--- config.mk ---
export PLATFORM = sky130hd
export DESIGN_NAME = scr_sysconf
export DESIGN_NICKNAME = d
export VERILOG_FILES = /design/src/pkg/scr_pkg.sv /design/src/verilog/scr_sysconf.sv
export SDC_FILE = /design/constraint.sdc
export NUM_CORES = 1
export LEC_CHECK = 0
export BUFFER_PORTS_ARGS = -buffer_cell sky130_fd_sc_hd__buf_2
export CAP_MARGIN = 5
export CORE_MARGIN = 2
export CORE_UTILIZATION = 54
export DETAILED_ROUTE_END_ITERATION = 6
export PLACE_DENSITY = 0.93
export SETUP_SLACK_MARGIN = 0.02
export SLEW_MARGIN = 20
export SYNTH_ARGS = -nofsm -noshare
export SYNTH_HDL_FRONTEND = slang
export SYNTH_SLANG_ARGS = --single-unit
--- constraint.sdc ---
create_clock -name aclk -period 6.96 [get_ports aclk]
set_input_delay 1.392 -clock aclk [delete_from_list [all_inputs] [get_ports aclk]]
set_output_delay 1.392 -clock aclk [all_outputs]
set_load 0.05 [all_outputs]
--- src/pkg/scr_pkg.sv ---
// constants for the system configuration register block
package scr_pkg;
  // clock and timing
  localparam int unsigned CLK_PERIOD_NS = 10;
  localparam int unsigned HALF_PERIOD_NS = CLK_PERIOD_NS / 2;
  localparam int unsigned RST_DRIVE_HALVES = 1024;
  localparam int unsigned RST_DRIVE_CYCLES =
      (RST_DRIVE_HALVES * HALF_PERIOD_NS + CLK_PERIOD_NS - 1) / CLK_PERIOD_NS;
  localparam int unsigned OSC_WD_TIMEOUT_NS = 1000;
  localparam int unsigned OSC_WD_CYCLES =
      (OSC_WD_TIMEOUT_NS + CLK_PERIOD_NS - 1) / CLK_PERIOD_NS;
  localparam int unsigned CS_LATCH_HALVES = 1;
  localparam int unsigned CS_LATCH_CYCLES_RAW =
      (CS_LATCH_HALVES * HALF_PERIOD_NS + CLK_PERIOD_NS - 1) / CLK_PERIOD_NS;
  localparam int unsigned CS_LATCH_CYCLES = (CS_LATCH_CYCLES_RAW < 1) ? 1 : CS_LATCH_CYCLES_RAW;
  // register indices; byte address is four times the index
  localparam logic [15:0] IDX_SYS_CONFIG = 16'hFF12;
  localparam logic [15:0] IDX_BITMOD = 16'hFF13;
  localparam logic [15:0] IDX_CMD = 16'hFF14;
  localparam logic [7:0] BIT_ADDR_SYS_CONFIG = 8'h89;
  // field positions of system_configuration
  localparam int unsigned F_XPERIPH_SHARING = 0;
  localparam int unsigned F_INTERNAL_ACCESS_A = 1;
  localparam int unsigned F_XBUS_PERIPH_ENABLE = 2;
  localparam int unsigned F_BIDIR_RESET_ENABLE = 3;
  localparam int unsigned F_OSC_WATCHDOG_DISABLE = 4;
  localparam int unsigned F_POWERDOWN_CONFIG = 5;
  localparam int unsigned F_CHIPSEL_TIMING_CONFIG = 6;
  localparam int unsigned F_WRITE_CONFIG = 7;
  localparam int unsigned F_CLOCK_OUTPUT_ENABLE = 8;
  localparam int unsigned F_BYTE_HIGH_DISABLE = 9;
  localparam int unsigned F_ROM_ENABLE_BIT = 10;
  localparam int unsigned F_SEGMENTATION_DISABLE = 11;
  localparam int unsigned F_ROM_SEGMENT_MAP = 12;
  localparam int unsigned F_STACK_SIZE_LO = 13;
  // reset value: fixed part plus bits taken from the strap pins
  localparam logic [15:0] CFG_RESET_FIXED = 16'h0000;
  localparam logic [15:0] CFG_STRAP_MASK = 16'h0680;
  // command register bits
  localparam int unsigned CMD_END_OF_INIT = 0;
  localparam int unsigned CMD_POWERDOWN = 1;
  localparam int unsigned CMD_SOFT_RESET = 2;
  // axi responses
  localparam logic [1:0] RESP_OKAY = 2'b00;
  localparam logic [1:0] RESP_SLVERR = 2'b10;
endpackage : scr_pkg

--- src/verilog/scr_sysconf.sv ---
// system configuration register with axi4-lite access and its control logic
`timescale 1ns/1ps
// Functional notes
// - 16-bit register, read/write, individual bits settable and clearable by software.
// - reset value follows strap pins; low and high nibbles are zero.
// - rom enable, byte high disable, write config load from straps at reset.
// - after end-of-init the register can no longer be changed by software, except by the soft reset command, which reloads straps and unlocks it.
// - xbus peripheral enable 0 blocks xbus peripheral access, 1 allows it.
// - bidir reset enable 0: reset pin input only, internal resets leave it.
// - bidir reset enable 1: reset pin pulled low 1024 half-periods per internal reset.
// - watchdog on, pll bypassed: 1 us crystal silence switches to pll base.
// - watchdog off, pll bypassed: crystal clock used unless fallback already set, pll powered off.
// - powerdown config 0: powerdown entered only while nmi pin is low.
// - powerdown config 1: enter only if all enabled fast irq pins inactive.
// - powerdown config 1: any enabled fast irq pin asserted ends powerdown.
// - chip select config 0: chip selects change one clock period after ale rise.
// - chip select config 1: chip selects change with the ale rising edge.
// - end-of-init drives reset output pin high and locks the register.
module scr_sysconf
  import scr_pkg::*;
#(
  parameter int unsigned NIRQ = 4,
  parameter int unsigned CSW = 5
) (
  input wire logic aclk,
  input wire logic aresetn,
  input wire logic [17:0] s_axi_awaddr,
  input wire logic s_axi_awvalid,
  output logic s_axi_awready,
  input wire logic [31:0] s_axi_wdata,
  input wire logic [3:0] s_axi_wstrb,
  input wire logic s_axi_wvalid,
  output logic s_axi_wready,
  output logic [1:0] s_axi_bresp,
  output logic s_axi_bvalid,
  input wire logic s_axi_bready,
  input wire logic [17:0] s_axi_araddr,
  input wire logic s_axi_arvalid,
  output logic s_axi_arready,
  output logic [31:0] s_axi_rdata,
  output logic [1:0] s_axi_rresp,
  output logic s_axi_rvalid,
  input wire logic s_axi_rready,
  input wire logic [15:0] boot_config_port,
  input wire logic ext_access_pin,
  input wire logic wdt_reset_req,
  input wire logic pll_bypass,
  input wire logic crystal_input,
  input wire logic nmi_pin,
  input wire logic [NIRQ-1:0] fast_ext_irq_pins,
  input wire logic [NIRQ-1:0] fast_irq_enable,
  input wire logic ale,
  input wire logic [CSW-1:0] cs_decode,
  input wire logic xbus_req,
  output logic xbus_grant,
  output logic reset_input_pin_out,
  output logic reset_input_pin_oe,
  output logic reset_output_pin_n,
  output logic clock_fallback,
  output logic pll_power_off,
  output logic powerdown,
  output logic [CSW-1:0] chip_select_lines,
  output logic [15:0] system_configuration
);
  localparam int unsigned DRV_W = $clog2(RST_DRIVE_CYCLES + 1);
  localparam int unsigned OSC_WD_W = $clog2(OSC_WD_CYCLES + 1);
  localparam logic [DRV_W-1:0] DRV_LOAD = DRV_W'(RST_DRIVE_CYCLES);
  localparam logic [OSC_WD_W-1:0] OSC_WD_LAST = OSC_WD_W'(OSC_WD_CYCLES - 1);

  typedef struct packed {
    logic [15:0] cfg;
    logic locked;
    logic rst_out_n;
    logic [DRV_W-1:0] drv_cnt;
    logic rst_oe;
    logic pin_lvl;
    logic pd;
    logic [OSC_WD_W-1:0] oscwd_cnt;
    logic xtal_q;
    logic fallback;
    logic pll_off;
    logic ale_q;
    logic [CSW-1:0] cs_cap;
    logic cs_pend;
    logic [CSW-1:0] cs;
    logic xbus_grant;
    logic aw_got;
    logic [15:0] aw_idx;
    logic awready;
    logic w_got;
    logic [31:0] wdata;
    logic [3:0] wstrb;
    logic wready;
    logic bvalid;
    logic [1:0] bresp;
    logic arready;
    logic rvalid;
    logic [31:0] rdata;
    logic [1:0] rresp;
  } scr_state_t;

  scr_state_t st_reg;
  scr_state_t st_next;
  scr_state_t st_rst;
  logic [15:0] strap_val;
  logic int_rst;
  logic ale_rise;
  logic [15:0] ar_idx;
  logic [15:0] wmask;

  // strap sampling: fixed zeros plus pins on the strapped fields
  always_comb begin
    strap_val = CFG_RESET_FIXED | (boot_config_port & CFG_STRAP_MASK);
    strap_val[F_ROM_ENABLE_BIT] = ext_access_pin;
    st_rst = '0;
    st_rst.cfg = strap_val;
    st_rst.awready = 1'b1;
    st_rst.wready = 1'b1;
    st_rst.arready = 1'b1;
    st_rst.xtal_q = crystal_input;
    st_rst.ale_q = ale;
  end

  assign ale_rise = ale & ~st_reg.ale_q;
  assign ar_idx = s_axi_araddr[17:2];

  always_comb begin
    st_next = st_reg;
    int_rst = 1'b0;
    wmask = {{8{st_reg.wstrb[1]}}, {8{st_reg.wstrb[0]}}};
    // write channel capture, either order
    if (s_axi_awvalid && st_reg.awready) begin
      st_next.aw_got = 1'b1;
      st_next.aw_idx = s_axi_awaddr[17:2];
    end
    if (s_axi_wvalid && st_reg.wready) begin
      st_next.w_got = 1'b1;
      st_next.wdata = s_axi_wdata;
      st_next.wstrb = s_axi_wstrb;
    end
    if (st_reg.bvalid && s_axi_bready) begin
      st_next.bvalid = 1'b0;
    end
    if (st_reg.aw_got && st_reg.w_got && !st_reg.bvalid) begin
      st_next.aw_got = 1'b0;
      st_next.w_got = 1'b0;
      st_next.bvalid = 1'b1;
      st_next.bresp = RESP_OKAY;
      unique case (st_reg.aw_idx)
        IDX_SYS_CONFIG: begin
          if (!st_reg.locked) begin
            st_next.cfg = (st_reg.cfg & ~wmask) | (st_reg.wdata[15:0] & wmask);
          end
        end
        IDX_BITMOD: begin
          if (!st_reg.locked) begin
            st_next.cfg = (st_reg.cfg & ~st_reg.wdata[31:16])
                | (st_reg.wdata[15:0] & st_reg.wdata[31:16]);
          end
        end
        IDX_CMD: begin
          if (st_reg.wdata[CMD_END_OF_INIT]) begin
            st_next.locked = 1'b1;
            st_next.rst_out_n = 1'b1;
          end
          if (st_reg.wdata[CMD_POWERDOWN] && !st_reg.pd) begin
            if (!st_reg.cfg[F_POWERDOWN_CONFIG]) begin
              st_next.pd = ~nmi_pin;
            end else begin
              st_next.pd = ~|(fast_ext_irq_pins & fast_irq_enable);
            end
          end
          int_rst = st_reg.wdata[CMD_SOFT_RESET];
        end
        default: st_next.bresp = RESP_SLVERR;
      endcase
    end
    // read channel
    if (st_reg.rvalid && s_axi_rready) begin
      st_next.rvalid = 1'b0;
    end
    if (s_axi_arvalid && st_reg.arready) begin
      st_next.rvalid = 1'b1;
      st_next.rresp = RESP_OKAY;
      unique case (ar_idx)
        IDX_SYS_CONFIG: st_next.rdata = {16'h0000, st_reg.cfg};
        IDX_BITMOD: st_next.rdata = 32'h0000_0000;
        IDX_CMD: st_next.rdata = {28'h000_0000, st_reg.rst_oe, st_reg.fallback,
                                  st_reg.pd, st_reg.locked};
        default: begin
          st_next.rdata = 32'h0000_0000;
          st_next.rresp = RESP_SLVERR;
        end
      endcase
    end
    st_next.awready = ~st_next.aw_got & ~st_next.bvalid;
    st_next.wready = ~st_next.w_got & ~st_next.bvalid;
    st_next.arready = ~st_next.rvalid;

    // powerdown exit by enabled fast interrupt
    if (st_reg.pd && st_reg.cfg[F_POWERDOWN_CONFIG]
        && |(fast_ext_irq_pins & fast_irq_enable)) begin
      st_next.pd = 1'b0;
    end

    // oscillator watchdog
    st_next.xtal_q = crystal_input;
    st_next.pll_off = st_reg.cfg[F_OSC_WATCHDOG_DISABLE] & pll_bypass;
    if (st_reg.cfg[F_OSC_WATCHDOG_DISABLE] || !pll_bypass
        || (crystal_input != st_reg.xtal_q)) begin
      st_next.oscwd_cnt = '0;
    end else if (!st_reg.fallback) begin
      if (st_reg.oscwd_cnt == OSC_WD_LAST) begin
        st_next.fallback = 1'b1;
      end else begin
        st_next.oscwd_cnt = st_reg.oscwd_cnt + OSC_WD_W'(1);
      end
    end

    // chip select timing relative to ale
    st_next.ale_q = ale;
    st_next.cs_pend = 1'b0;
    if (st_reg.cs_pend) begin
      st_next.cs = st_reg.cs_cap;
    end
    if (ale_rise) begin
      if (st_reg.cfg[F_CHIPSEL_TIMING_CONFIG]) begin
        st_next.cs = cs_decode;
      end else begin
        st_next.cs_cap = cs_decode;
        st_next.cs_pend = 1'b1;
      end
    end

    st_next.xbus_grant = xbus_req & st_reg.cfg[F_XBUS_PERIPH_ENABLE];

    // reset pin pull-low counter
    st_next.pin_lvl = 1'b0;
    if (st_reg.drv_cnt != '0) begin
      st_next.drv_cnt = st_reg.drv_cnt - DRV_W'(1);
    end

    // internal reset sequence: software or watchdog
    if (int_rst || wdt_reset_req) begin
      if (st_reg.cfg[F_BIDIR_RESET_ENABLE]) begin
        st_next.drv_cnt = DRV_LOAD;
      end
      st_next.cfg = strap_val;
      st_next.locked = 1'b0;
      st_next.rst_out_n = 1'b0;
      st_next.pd = 1'b0;
      st_next.fallback = 1'b0;
      st_next.oscwd_cnt = '0;
    end
    st_next.rst_oe = (st_next.drv_cnt != '0);
  end

  always_ff @(posedge aclk) begin
    if (!aresetn) begin
      st_reg <= st_rst;
    end else begin
      st_reg <= st_next;
    end
  end

  assign s_axi_awready = st_reg.awready;
  assign s_axi_wready = st_reg.wready;
  assign s_axi_bvalid = st_reg.bvalid;
  assign s_axi_bresp = st_reg.bresp;
  assign s_axi_arready = st_reg.arready;
  assign s_axi_rvalid = st_reg.rvalid;
  assign s_axi_rdata = st_reg.rdata;
  assign s_axi_rresp = st_reg.rresp;
  assign xbus_grant = st_reg.xbus_grant;
  assign reset_input_pin_out = st_reg.pin_lvl;
  assign reset_input_pin_oe = st_reg.rst_oe;
  assign reset_output_pin_n = st_reg.rst_out_n;
  assign clock_fallback = st_reg.fallback;
  assign pll_power_off = st_reg.pll_off;
  assign powerdown = st_reg.pd;
  assign chip_select_lines = st_reg.cs;
  assign system_configuration = st_reg.cfg;

  // length of the reset pin pull-low, counted for checking only
  logic [DRV_W:0] drv_run;
  always_ff @(posedge aclk) begin
    if (!aresetn) begin
      drv_run <= '0;
    end else if (st_reg.drv_cnt == DRV_LOAD) begin
      drv_run <= (DRV_W+1)'(1);
    end else if (st_reg.rst_oe) begin
      drv_run <= drv_run + (DRV_W+1)'(1);
    end
  end

  chk_reset_strap: assert property (@(posedge aclk) !aresetn |=>
      st_reg.cfg[3:0] == 4'h0 && st_reg.cfg[15:12] == 4'h0
      && st_reg.cfg[F_ROM_ENABLE_BIT] == $past(ext_access_pin))
    else $error("reset value does not follow straps");
  chk_lock_holds: assert property (@(posedge aclk) disable iff (!aresetn)
      st_reg.locked && !int_rst && !wdt_reset_req |=> st_reg.cfg == $past(st_reg.cfg))
    else $error("configuration changed after lock");
  chk_eoi_release: assert property (@(posedge aclk) disable iff (!aresetn)
      $rose(st_reg.locked) |-> st_reg.rst_out_n)
    else $error("lock without reset output release");
  chk_xbus_gate: assert property (@(posedge aclk) disable iff (!aresetn)
      !st_reg.cfg[F_XBUS_PERIPH_ENABLE] |=> !st_reg.xbus_grant)
    else $error("xbus access while disabled");
  chk_pin_input_only: assert property (@(posedge aclk) disable iff (!aresetn)
      !st_reg.rst_oe && !st_reg.cfg[F_BIDIR_RESET_ENABLE] |=> !st_reg.rst_oe)
    else $error("reset pin driven while input only");
  chk_drive_length: assert property (@(posedge aclk) disable iff (!aresetn)
      $fell(st_reg.rst_oe) |-> drv_run == (DRV_W+1)'(RST_DRIVE_CYCLES))
    else $error("reset pin pull-low length wrong");
  chk_osc_fallback: assert property (@(posedge aclk) disable iff (!aresetn)
      $rose(st_reg.fallback) |-> $past(st_reg.oscwd_cnt) == OSC_WD_LAST && $past(pll_bypass))
    else $error("clock fallback without timeout");
  chk_osc_wd_off: assert property (@(posedge aclk) disable iff (!aresetn)
      st_reg.cfg[F_OSC_WATCHDOG_DISABLE] && pll_bypass
      |=> st_reg.pll_off && !$rose(st_reg.fallback))
    else $error("pll not off with watchdog disabled");
  chk_pd_nmi: assert property (@(posedge aclk) disable iff (!aresetn)
      !st_reg.pd && nmi_pin && !st_reg.cfg[F_POWERDOWN_CONFIG] |=> !st_reg.pd)
    else $error("powerdown entered with nmi high");
  chk_pd_wake: assert property (@(posedge aclk) disable iff (!aresetn)
      st_reg.pd && st_reg.cfg[F_POWERDOWN_CONFIG] && |(fast_ext_irq_pins & fast_irq_enable)
      |=> !st_reg.pd)
    else $error("powerdown not left on fast interrupt");
  chk_cs_latched: assert property (@(posedge aclk) disable iff (!aresetn)
      ale_rise && !st_reg.cfg[F_CHIPSEL_TIMING_CONFIG] |-> ##2 st_reg.cs == $past(cs_decode, 2))
    else $error("latched chip select timing wrong");
  chk_cs_unlatched: assert property (@(posedge aclk) disable iff (!aresetn)
      ale_rise && st_reg.cfg[F_CHIPSEL_TIMING_CONFIG] |=> st_reg.cs == $past(cs_decode))
    else $error("unlatched chip select timing wrong");
endmodule : scr_sysconf

==> flow_summary_export.csv, run 1 <==
group,metric,value,unit
timing,fin_tns_setup,0,ns
timing,finalClockSkew,0.009192,ns
synthesis,post-synth-top-area-fraction,43.67,%
power,p_per_area,313.5,mW/mm²
timing,hold_violations,0,
critical_path,crit_slowest_cell,"nor4b_4",
drt,drtPass1Iterations,5,
critical_path,max_stage_delay,0.75,ns
drt,wl,13.74,mm
synthesis,yosysWarningCount,0,
timing,setup_viol,0,
finish,diodes,0,
synthesis,synth_cells,689,
synthesis,synth-seq-cells,127,
synthesis,ys.flop_type,"dfxtp_1",
synthesis,ys_types,52,
die,io_pins,184,
critical_path,crit_family,"simple AND/OR/NAND/NOR gates",
drt,ant_nets,0,
die,row_count,37,
critical_path,worstSetupStartpointType,"primary input",
timing,fin_crit_sh,47.28,%
finish,final.fill_count,857,
finish,syn_to_final_growth,17.94,%
cts,cts_tree,"done",
placement,place_hpwl,9.484,mm
cts,cts_setup_buffers,0,
synthesis,synthTopCellsByArea,"dfxtp_1, nand2_1, buf_4, a21oi_1, nor2_1",
critical_path,critPathKind,"in2reg",
global_route,grt_usage,24.31,%
critical_path,cp_cell_sequence,"buf_2, or4b_1, or4_4, nor4b_4, a221oi_1, nor3_1",
drt,num_vias,5011,
drt,dr.first_iter.drc_count,264,
cts,cts_buffer_depth,2,
placement,io_buffers,144,
global_route,grt_max_degree,59,
die,start_util,55.31,%
critical_path,critical_path_required,7.38,ns
die,fp.dieH,106.6,µm
cts,cts_hold_buf,0,
global_route,grt_overflow_total,0,
die,core-area,0.01028,mm²
power,power_leakage,2.845,nW
global_route,grt_pass1_vias,4713,
critical_path,critPathBufInv,1,
finish,finalNetCount,898,
cts,cts_sinks,127,
status,status,"finished, final reports clean",
placement,gp_congestion,0.8710,
power,ir_drop,0.0001747,V
global_route,grt_pass1_wl,22.10,mm
cts,path_clk_slew,0.05,ns
critical_path,cp_max_fo,16,
timing,min_period,3.290,ns
cts,root_buffer,"clkbuf_8",
synthesis,async_reset_ff_share,0,%
timing,max_freq,303.9,MHz
timing,tightest_slew,0.9829,ns
global_route,grt_antenna_before_repair,0,
synthesis,synth_top_area_cell,"dfxtp_1",
timing,finalMaxSlewViolations,0,
cts,cts_resized,0,
synthesis,synth-edff-count,3,
critical_path,crit_arrival,3.71,ns
critical_path,cp-end-kind,"flop",
synthesis,syn_avg_cell_area,8.250,µm²
run,drv_cap,0,
drt,drc,0,
cts,h-tree-depth,4,
synthesis,yosys-top-cells-count,"nand2_1, dfxtp_1, a21oi_1, buf_4, nor2_1",
drt,vias_per_cell,5.388,
timing,setup_ws,3.670,ns
die,die_w,106.6,µm
timing,relSlewSlack,33.55,%
placement,dpl_worst_slack,3.167,ns
synthesis,netlist_area,0.005684,mm²
finish,multi_input_area,0.002575,mm²
synthesis,yosysSeqAreaShare,45.26,%
timing,grt_setup_unrepaired,"false",
die,dieArea,0.01136,mm²
min_path,hold_path_class,"reg2reg",
finish,drive_gt1_share,23.17,%
drt,post_drt_wl_per_cell,14.77,µm
cts,cts_buffers,17,
finish,ff_latch_area,0.002572,mm²
synthesis,yosysMostFrequentCell,"nand2_1",
cts,insertion_delay,0.51,ns
## where the power goes
| group | internal (mW) | switching (mW) |
|---|---|---|
| Combinational | 0.133 | 0.228 |
| Sequential | 0.782 | 0.0509 |
| Clock | 0.579 | 0.328 |
## logic make-up (layout without fill, tap and decap cells)
kind of cell,Yosys count,count (layout),share of synthesized area (%)
xor gates and xnor gates,8,8,1.233
adders and majority gates,2,2,0.4402
buffers and inverters,100,187,10.65
and+or+nand+nor,307,307,25.80
DFF,127,127,45.26
muxes,14,14,2.465
AOI/OAI and AO/OA,130,130,14.09
other,1,19,0.06597
## final timing paths
check,startpoint,endpoint,slack [ns],cells after the start
max,s_axi_araddr[5],s_axi_rdata[1]$_SDFFE_PN0P_,3.67,6
min,s_axi_rdata[12]$_SDFFE_PN0P_,s_axi_rdata[12]$_SDFFE_PN0P_,0.45,2
max reg2reg,st_reg[83]$_SDFFE_PN0P_,powerdown$_SDFFE_PP0P_,4.36,5
min reg2reg,s_axi_rdata[12]$_SDFFE_PN0P_,s_axi_rdata[12]$_SDFFE_PN0P_,0.45,2
## tightest hold or removal path: stages, from the launching register on
cell,delay (ns)
dfxtp_1,0.30
nand2_1,0.05
a21oi_1,0.05
## layer usage
layer / wire length, µm / track usage (%) / up-vias / part of all wire (%)
met1: 5949 / 30.38 / 2304 / 43
met5: 0 / 0 / - / 0
met3: 814 / 6.201 / 31 / 5.9
met2: 6659 / 39.95 / 192 / 48
met4: 312 / 10.20 / 0 / 2.3
li1: - / - / 2484 / -
## area by class of cell
type,instances,share of cell area [%]
clock buffer,21,6.868
clock inverter,11,2.333
inverter,9,0.5039
multi-input combinational,480,38.41
sequential,127,38.37
tap,136,2.538
timing repair buffer,146,10.97
## stage by stage
stage	cell area (µm²)	total power, mW	utilization [%]	std cells	hold slack, ns
after floorplan	5752	1.122	-	707	0.4312
after global placement	6086	1.187	59.22	898	0.4367
after detailed placement	6086	1.196	59.22	898	0.4431
after CTS	6703	2.105	65.22	930	0.4499
after global routing	6704	2.190	65.23	930	0.4591
final	6704	2.102	65.23	930	0.4484
## cell usage in the layout (no fill, tap or decap), drive strengths merged, types with 9 or more instances in the layout
cell type	instances
buf	146
nand2b	15
nor3	25
nand2	152
a21oi	73
nand3	18
a211oi	14
o211ai	12
mux2i	14
nand4b	12
nor2	49
inv	9
clkbuf	21
dfxtp	124
conb	19
Note: power is estimated with default switching activity, not from simulation.
==> run 2: changes to the inputs <==
--- a/config.mk
+++ b/config.mk
@@ -5,12 +5,13 @@
 export SDC_FILE = /design/constraint.sdc
 export NUM_CORES = 1
 export LEC_CHECK = 0
+export ABC_AREA = 1
 export BUFFER_PORTS_ARGS = -buffer_cell sky130_fd_sc_hd__buf_2
 export CAP_MARGIN = 5
 export CORE_MARGIN = 2
-export CORE_UTILIZATION = 54
+export CORE_UTILIZATION = 46
 export DETAILED_ROUTE_END_ITERATION = 6
-export PLACE_DENSITY = 0.93
+export PLACE_DENSITY = 0.85
 export SETUP_SLACK_MARGIN = 0.02
 export SLEW_MARGIN = 20
 export SYNTH_ARGS = -nofsm -noshare
==> constraint.sdc (replaced) <==
create_clock -name aclk -period 2.72 [get_ports aclk]
set_input_delay 0.544 -clock aclk [delete_from_list [all_inputs] [get_ports aclk]]
set_output_delay 0.544 -clock aclk [all_outputs]
set_load 0.05 [all_outputs]
==> run 2 against run 1 <==
Via count grew 5.3%; die area is 20% higher; total power grew to 2.6 times the previous value; combinational power rose to 2.9 times the previous value; critical path depth grew 5; non-clock buffer count rose by 6; clock power increased by 140%; worst hold slack lost 0.19 ns; cell count is 17% higher; setup slack got worse by 3.1 ns; sequential cell count unchanged; critical endpoint is now system_configuration[7]$_DFFE_PP_; largest power group unchanged.
==> flow_summary_export.csv, run 2 <==
group,metric,value,unit
status,status,"finished, final reports clean",
critical_path,critPathKind,"reg2reg",
critical_path,critPathBufInv,3,
global_route,grt_overflow_total,0,
timing,min_period,2.180,ns
global_route,grt_max_degree,60,
synthesis,yosys-top-cells-count,"nor2_1, nand2_1, dfxtp_1, o21ai_0, inv_1",
timing,fin_crit_sh,80.13,%
power,fin_total_pwr,5.372,mW
critical_path,crit_arrival,2.34,ns
critical_path,reg2reg_from,"st_reg[82]$_SDFFE_PN0P_",
critical_path,worstSetupStartpointType,"flop",
timing,whs,0.2585,ns
drt,ant_nets,0,
cts,insertion_delay,0.41,ns
cts,cts_resized,0,
global_route,grt_usage,21.14,%
die,start_util,46.79,%
global_route,grt_antenna_before_repair,0,
cts,cts_hold_buf,0,
synthesis,synth_top_area_cell,"dfxtp_1",
cts,cts_buffers,17,
critical_path,cp-end-kind,"flop",
synthesis,async_reset_ff_share,0,%
critical_path,cp.depth,11,
finish,drive_gt1_share,24.15,%
finish,final.fill_count,1191,
timing,hold_violations,0,
finish,layout_common_cells,"nor2_1, buf_2, nand2_1",
critical_path,crit_family,"simple AND/OR/NAND/NOR gates",
synthesis,yosysWarningCount,0,
power,p_per_area,772.6,mW/mm²
die,die_w,116.8,µm
cts,root_buffer,"clkbuf_16",
critical_path,critical_path_required,2.88,ns
finish,diodes,0,
min_path,hold_start,"ale",
synthesis,yosysMostFrequentCell,"nor2_1",
power,clkPwrFrac,41.3,%
critical_path,crit_start,"st_reg[82]$_SDFFE_PN0P_",
power,seqPwrFrac,39.5,%
synthesis,synthTopCellsByArea,"dfxtp_1, nor2_1, nand2_1, buf_4, o21ai_0",
synthesis,ys.flop_type,"dfxtp_1",
timing,setup_viol,0,
drt,drtPass1Iterations,5,
cts,cts_sinks,127,
critical_path,reg2reg_depth,11,
power,power_leakage,3.257,nW
min_path,min_path_cells,1,
drt,wl,13.88,mm
drt,num_vias,5277,
timing,relSlewSlack,53.18,%
timing,fin_tns_setup,0,ns
global_route,grt_pass1_wl,22.63,mm
synthesis,syn_avg_cell_area,7.339,µm²
timing,finalMaxSlewViolations,0,
critical_path,crit_slowest_cell,"nor2_1",
die,core-area,0.01252,mm²
drt,post_drt_wl_per_cell,12.77,µm
critical_path,cp_max_fo,13,
timing,tightest_slew,0.7016,ns
min_path,hold_path_class,"in2reg",
timing,finalClockSkew,0.007235,ns
cts,h-tree-depth,4,
critical_path,max_stage_delay,0.50,ns
die,dieArea,0.01365,mm²
placement,gp_congestion,0.8926,
synthesis,yosysSeqAreaShare,43.92,%
power,power_switching,1.642,mW
run,drv_cap,0,
power,power.internal,3.730,mW
cts,path_clk_slew,0.06,ns
synthesis,ys_types,45,
drt,dr.first_iter.drc_count,388,
finish,final_common_cell,"nor2_1",
finish,syn_to_final_growth,18.71,%
cts,cts_buffer_depth,2,
cts,cts_setup_buffers,0,
timing,grt_setup_unrepaired,"false",
power,switching_share,30.57,%
global_route,grt_pass1_vias,4945,
finish,finalNetCount,1020,
power,combPwrFrac,19.3,%
critical_path,cp_cell_sequence,"inv_2, nor2_2, nand2_1, nor2_1, nand3_1, nand2_1, nor2_1, buf_4, inv_1, nand2_1, nand2_1",
die,row_count,41,
drt,drc,0,
synthesis,synth-edff-count,3,
critical_path,cpMostUsedCell,"nand2_1",
synthesis,post-synth-top-area-fraction,42.38,%
cts,cts_tree,"done",
die,fp.dieH,116.8,µm
synthesis,synth_cells,798,
timing,max_freq,458.8,MHz
synthesis,synth-seq-cells,127,
power,ir_drop,0.0003975,V
drt,vias_per_cell,4.855,
synthesis,netlist_area,0.005857,mm²
die,io_pins,184,
placement,io_buffers,144,
placement,place_hpwl,10.05,mm
run 2: cell types whose count changed after synthesis, moves of 8 or more:
cell,delta
a21oi_1,-31
inv_1,+53
nand2_1,-20
a211oi_1,-9
o21ai_0,+59
nand3_1,+28
mux2i_1,-9
inv_2,+8
o211ai_1,-11
nand4b_1,-12
nor3_1,-23
o21ai_2,+10
nand2b_1,-15
nor2_1,+110
run 2: area by class of cell:
class,count,area [µm²],area share [%]
clock buffer,19,442.9,6.370
clock inverter,12,136.4,1.961
inverter,72,270.3,3.887
multi-input combinational,533,2535,36.46
sequential,127,2572,37.00
tap,172,215.2,3.095
timing repair buffer,152,780.7,11.23
run 2: cell families after synthesis:
family	after synthesis	synth area share (%)
simple gates	367	26.92
buf+inv	156	13.95
compound gates	134	12.97
flops	127	43.92
xor+xnor	6	0.8972
mux	5	0.8546
fa+ha+maj	2	0.4272
other cells	1	0.06403
run 2: final timing paths:
check,to,slack [ns]
worst max-delay path,system_configuration[7]$_DFFE_PP_,0.54
worst min-delay path,st_reg[107]$_DFF_P_,0.26
worst max register to register,system_configuration[7]$_DFFE_PP_,0.54
worst min register to register,st_reg[61]$_SDFFE_PN0P_,0.46
run 2: power by group through the flow:
stage | Sequential, mW | Clock, mW | Combinational, mW
after floorplan | 2.18 | 0 | 0.765
after global placement | 2.15 | 0 | 0.981
after detailed placement | 2.16 | 0 | 1.01
after CTS | 2.12 | 2.24 | 1.03
after global routing | 2.14 | 2.33 | 1.17
final | 2.12 | 2.22 | 1.03
run 2: metal layers:
layer | up-vias | part of all wire [%] | global-route usage, %
met5 | - | 0 | 0
met4 | 0 | 1.4 | 6.510
met3 | 15 | 6.8 | 5.973
met2 | 186 | 48 | 36.42
met1 | 2378 | 44 | 25.71
li1 | 2698 | - | -
run 2: worst reg2reg max path, stage by stage, from the launching register on:
cell     delay (ns)
dfxtp_1        0.31
inv_2          0.06
nor2_2         0.03
nand2_1        0.16
nor2_1         0.11
nand3_1        0.09
nand2_1        0.11
nor2_1         0.50
buf_4          0.32
inv_1          0.11
nand2_1        0.08
nand2_1        0.05
run 2: through the flow:
step	setup WS (ns)	cells	util (%)	area [µm²]
after floorplan	0.9308	816	-	5924
after global placement	0.5741	1056	50.92	6374
after detailed placement	0.5212	1056	50.92	6374
after CTS	0.4999	1087	55.55	6953
after global routing	0.2178	1087	55.55	6953
final	0.5405	1087	55.55	6953
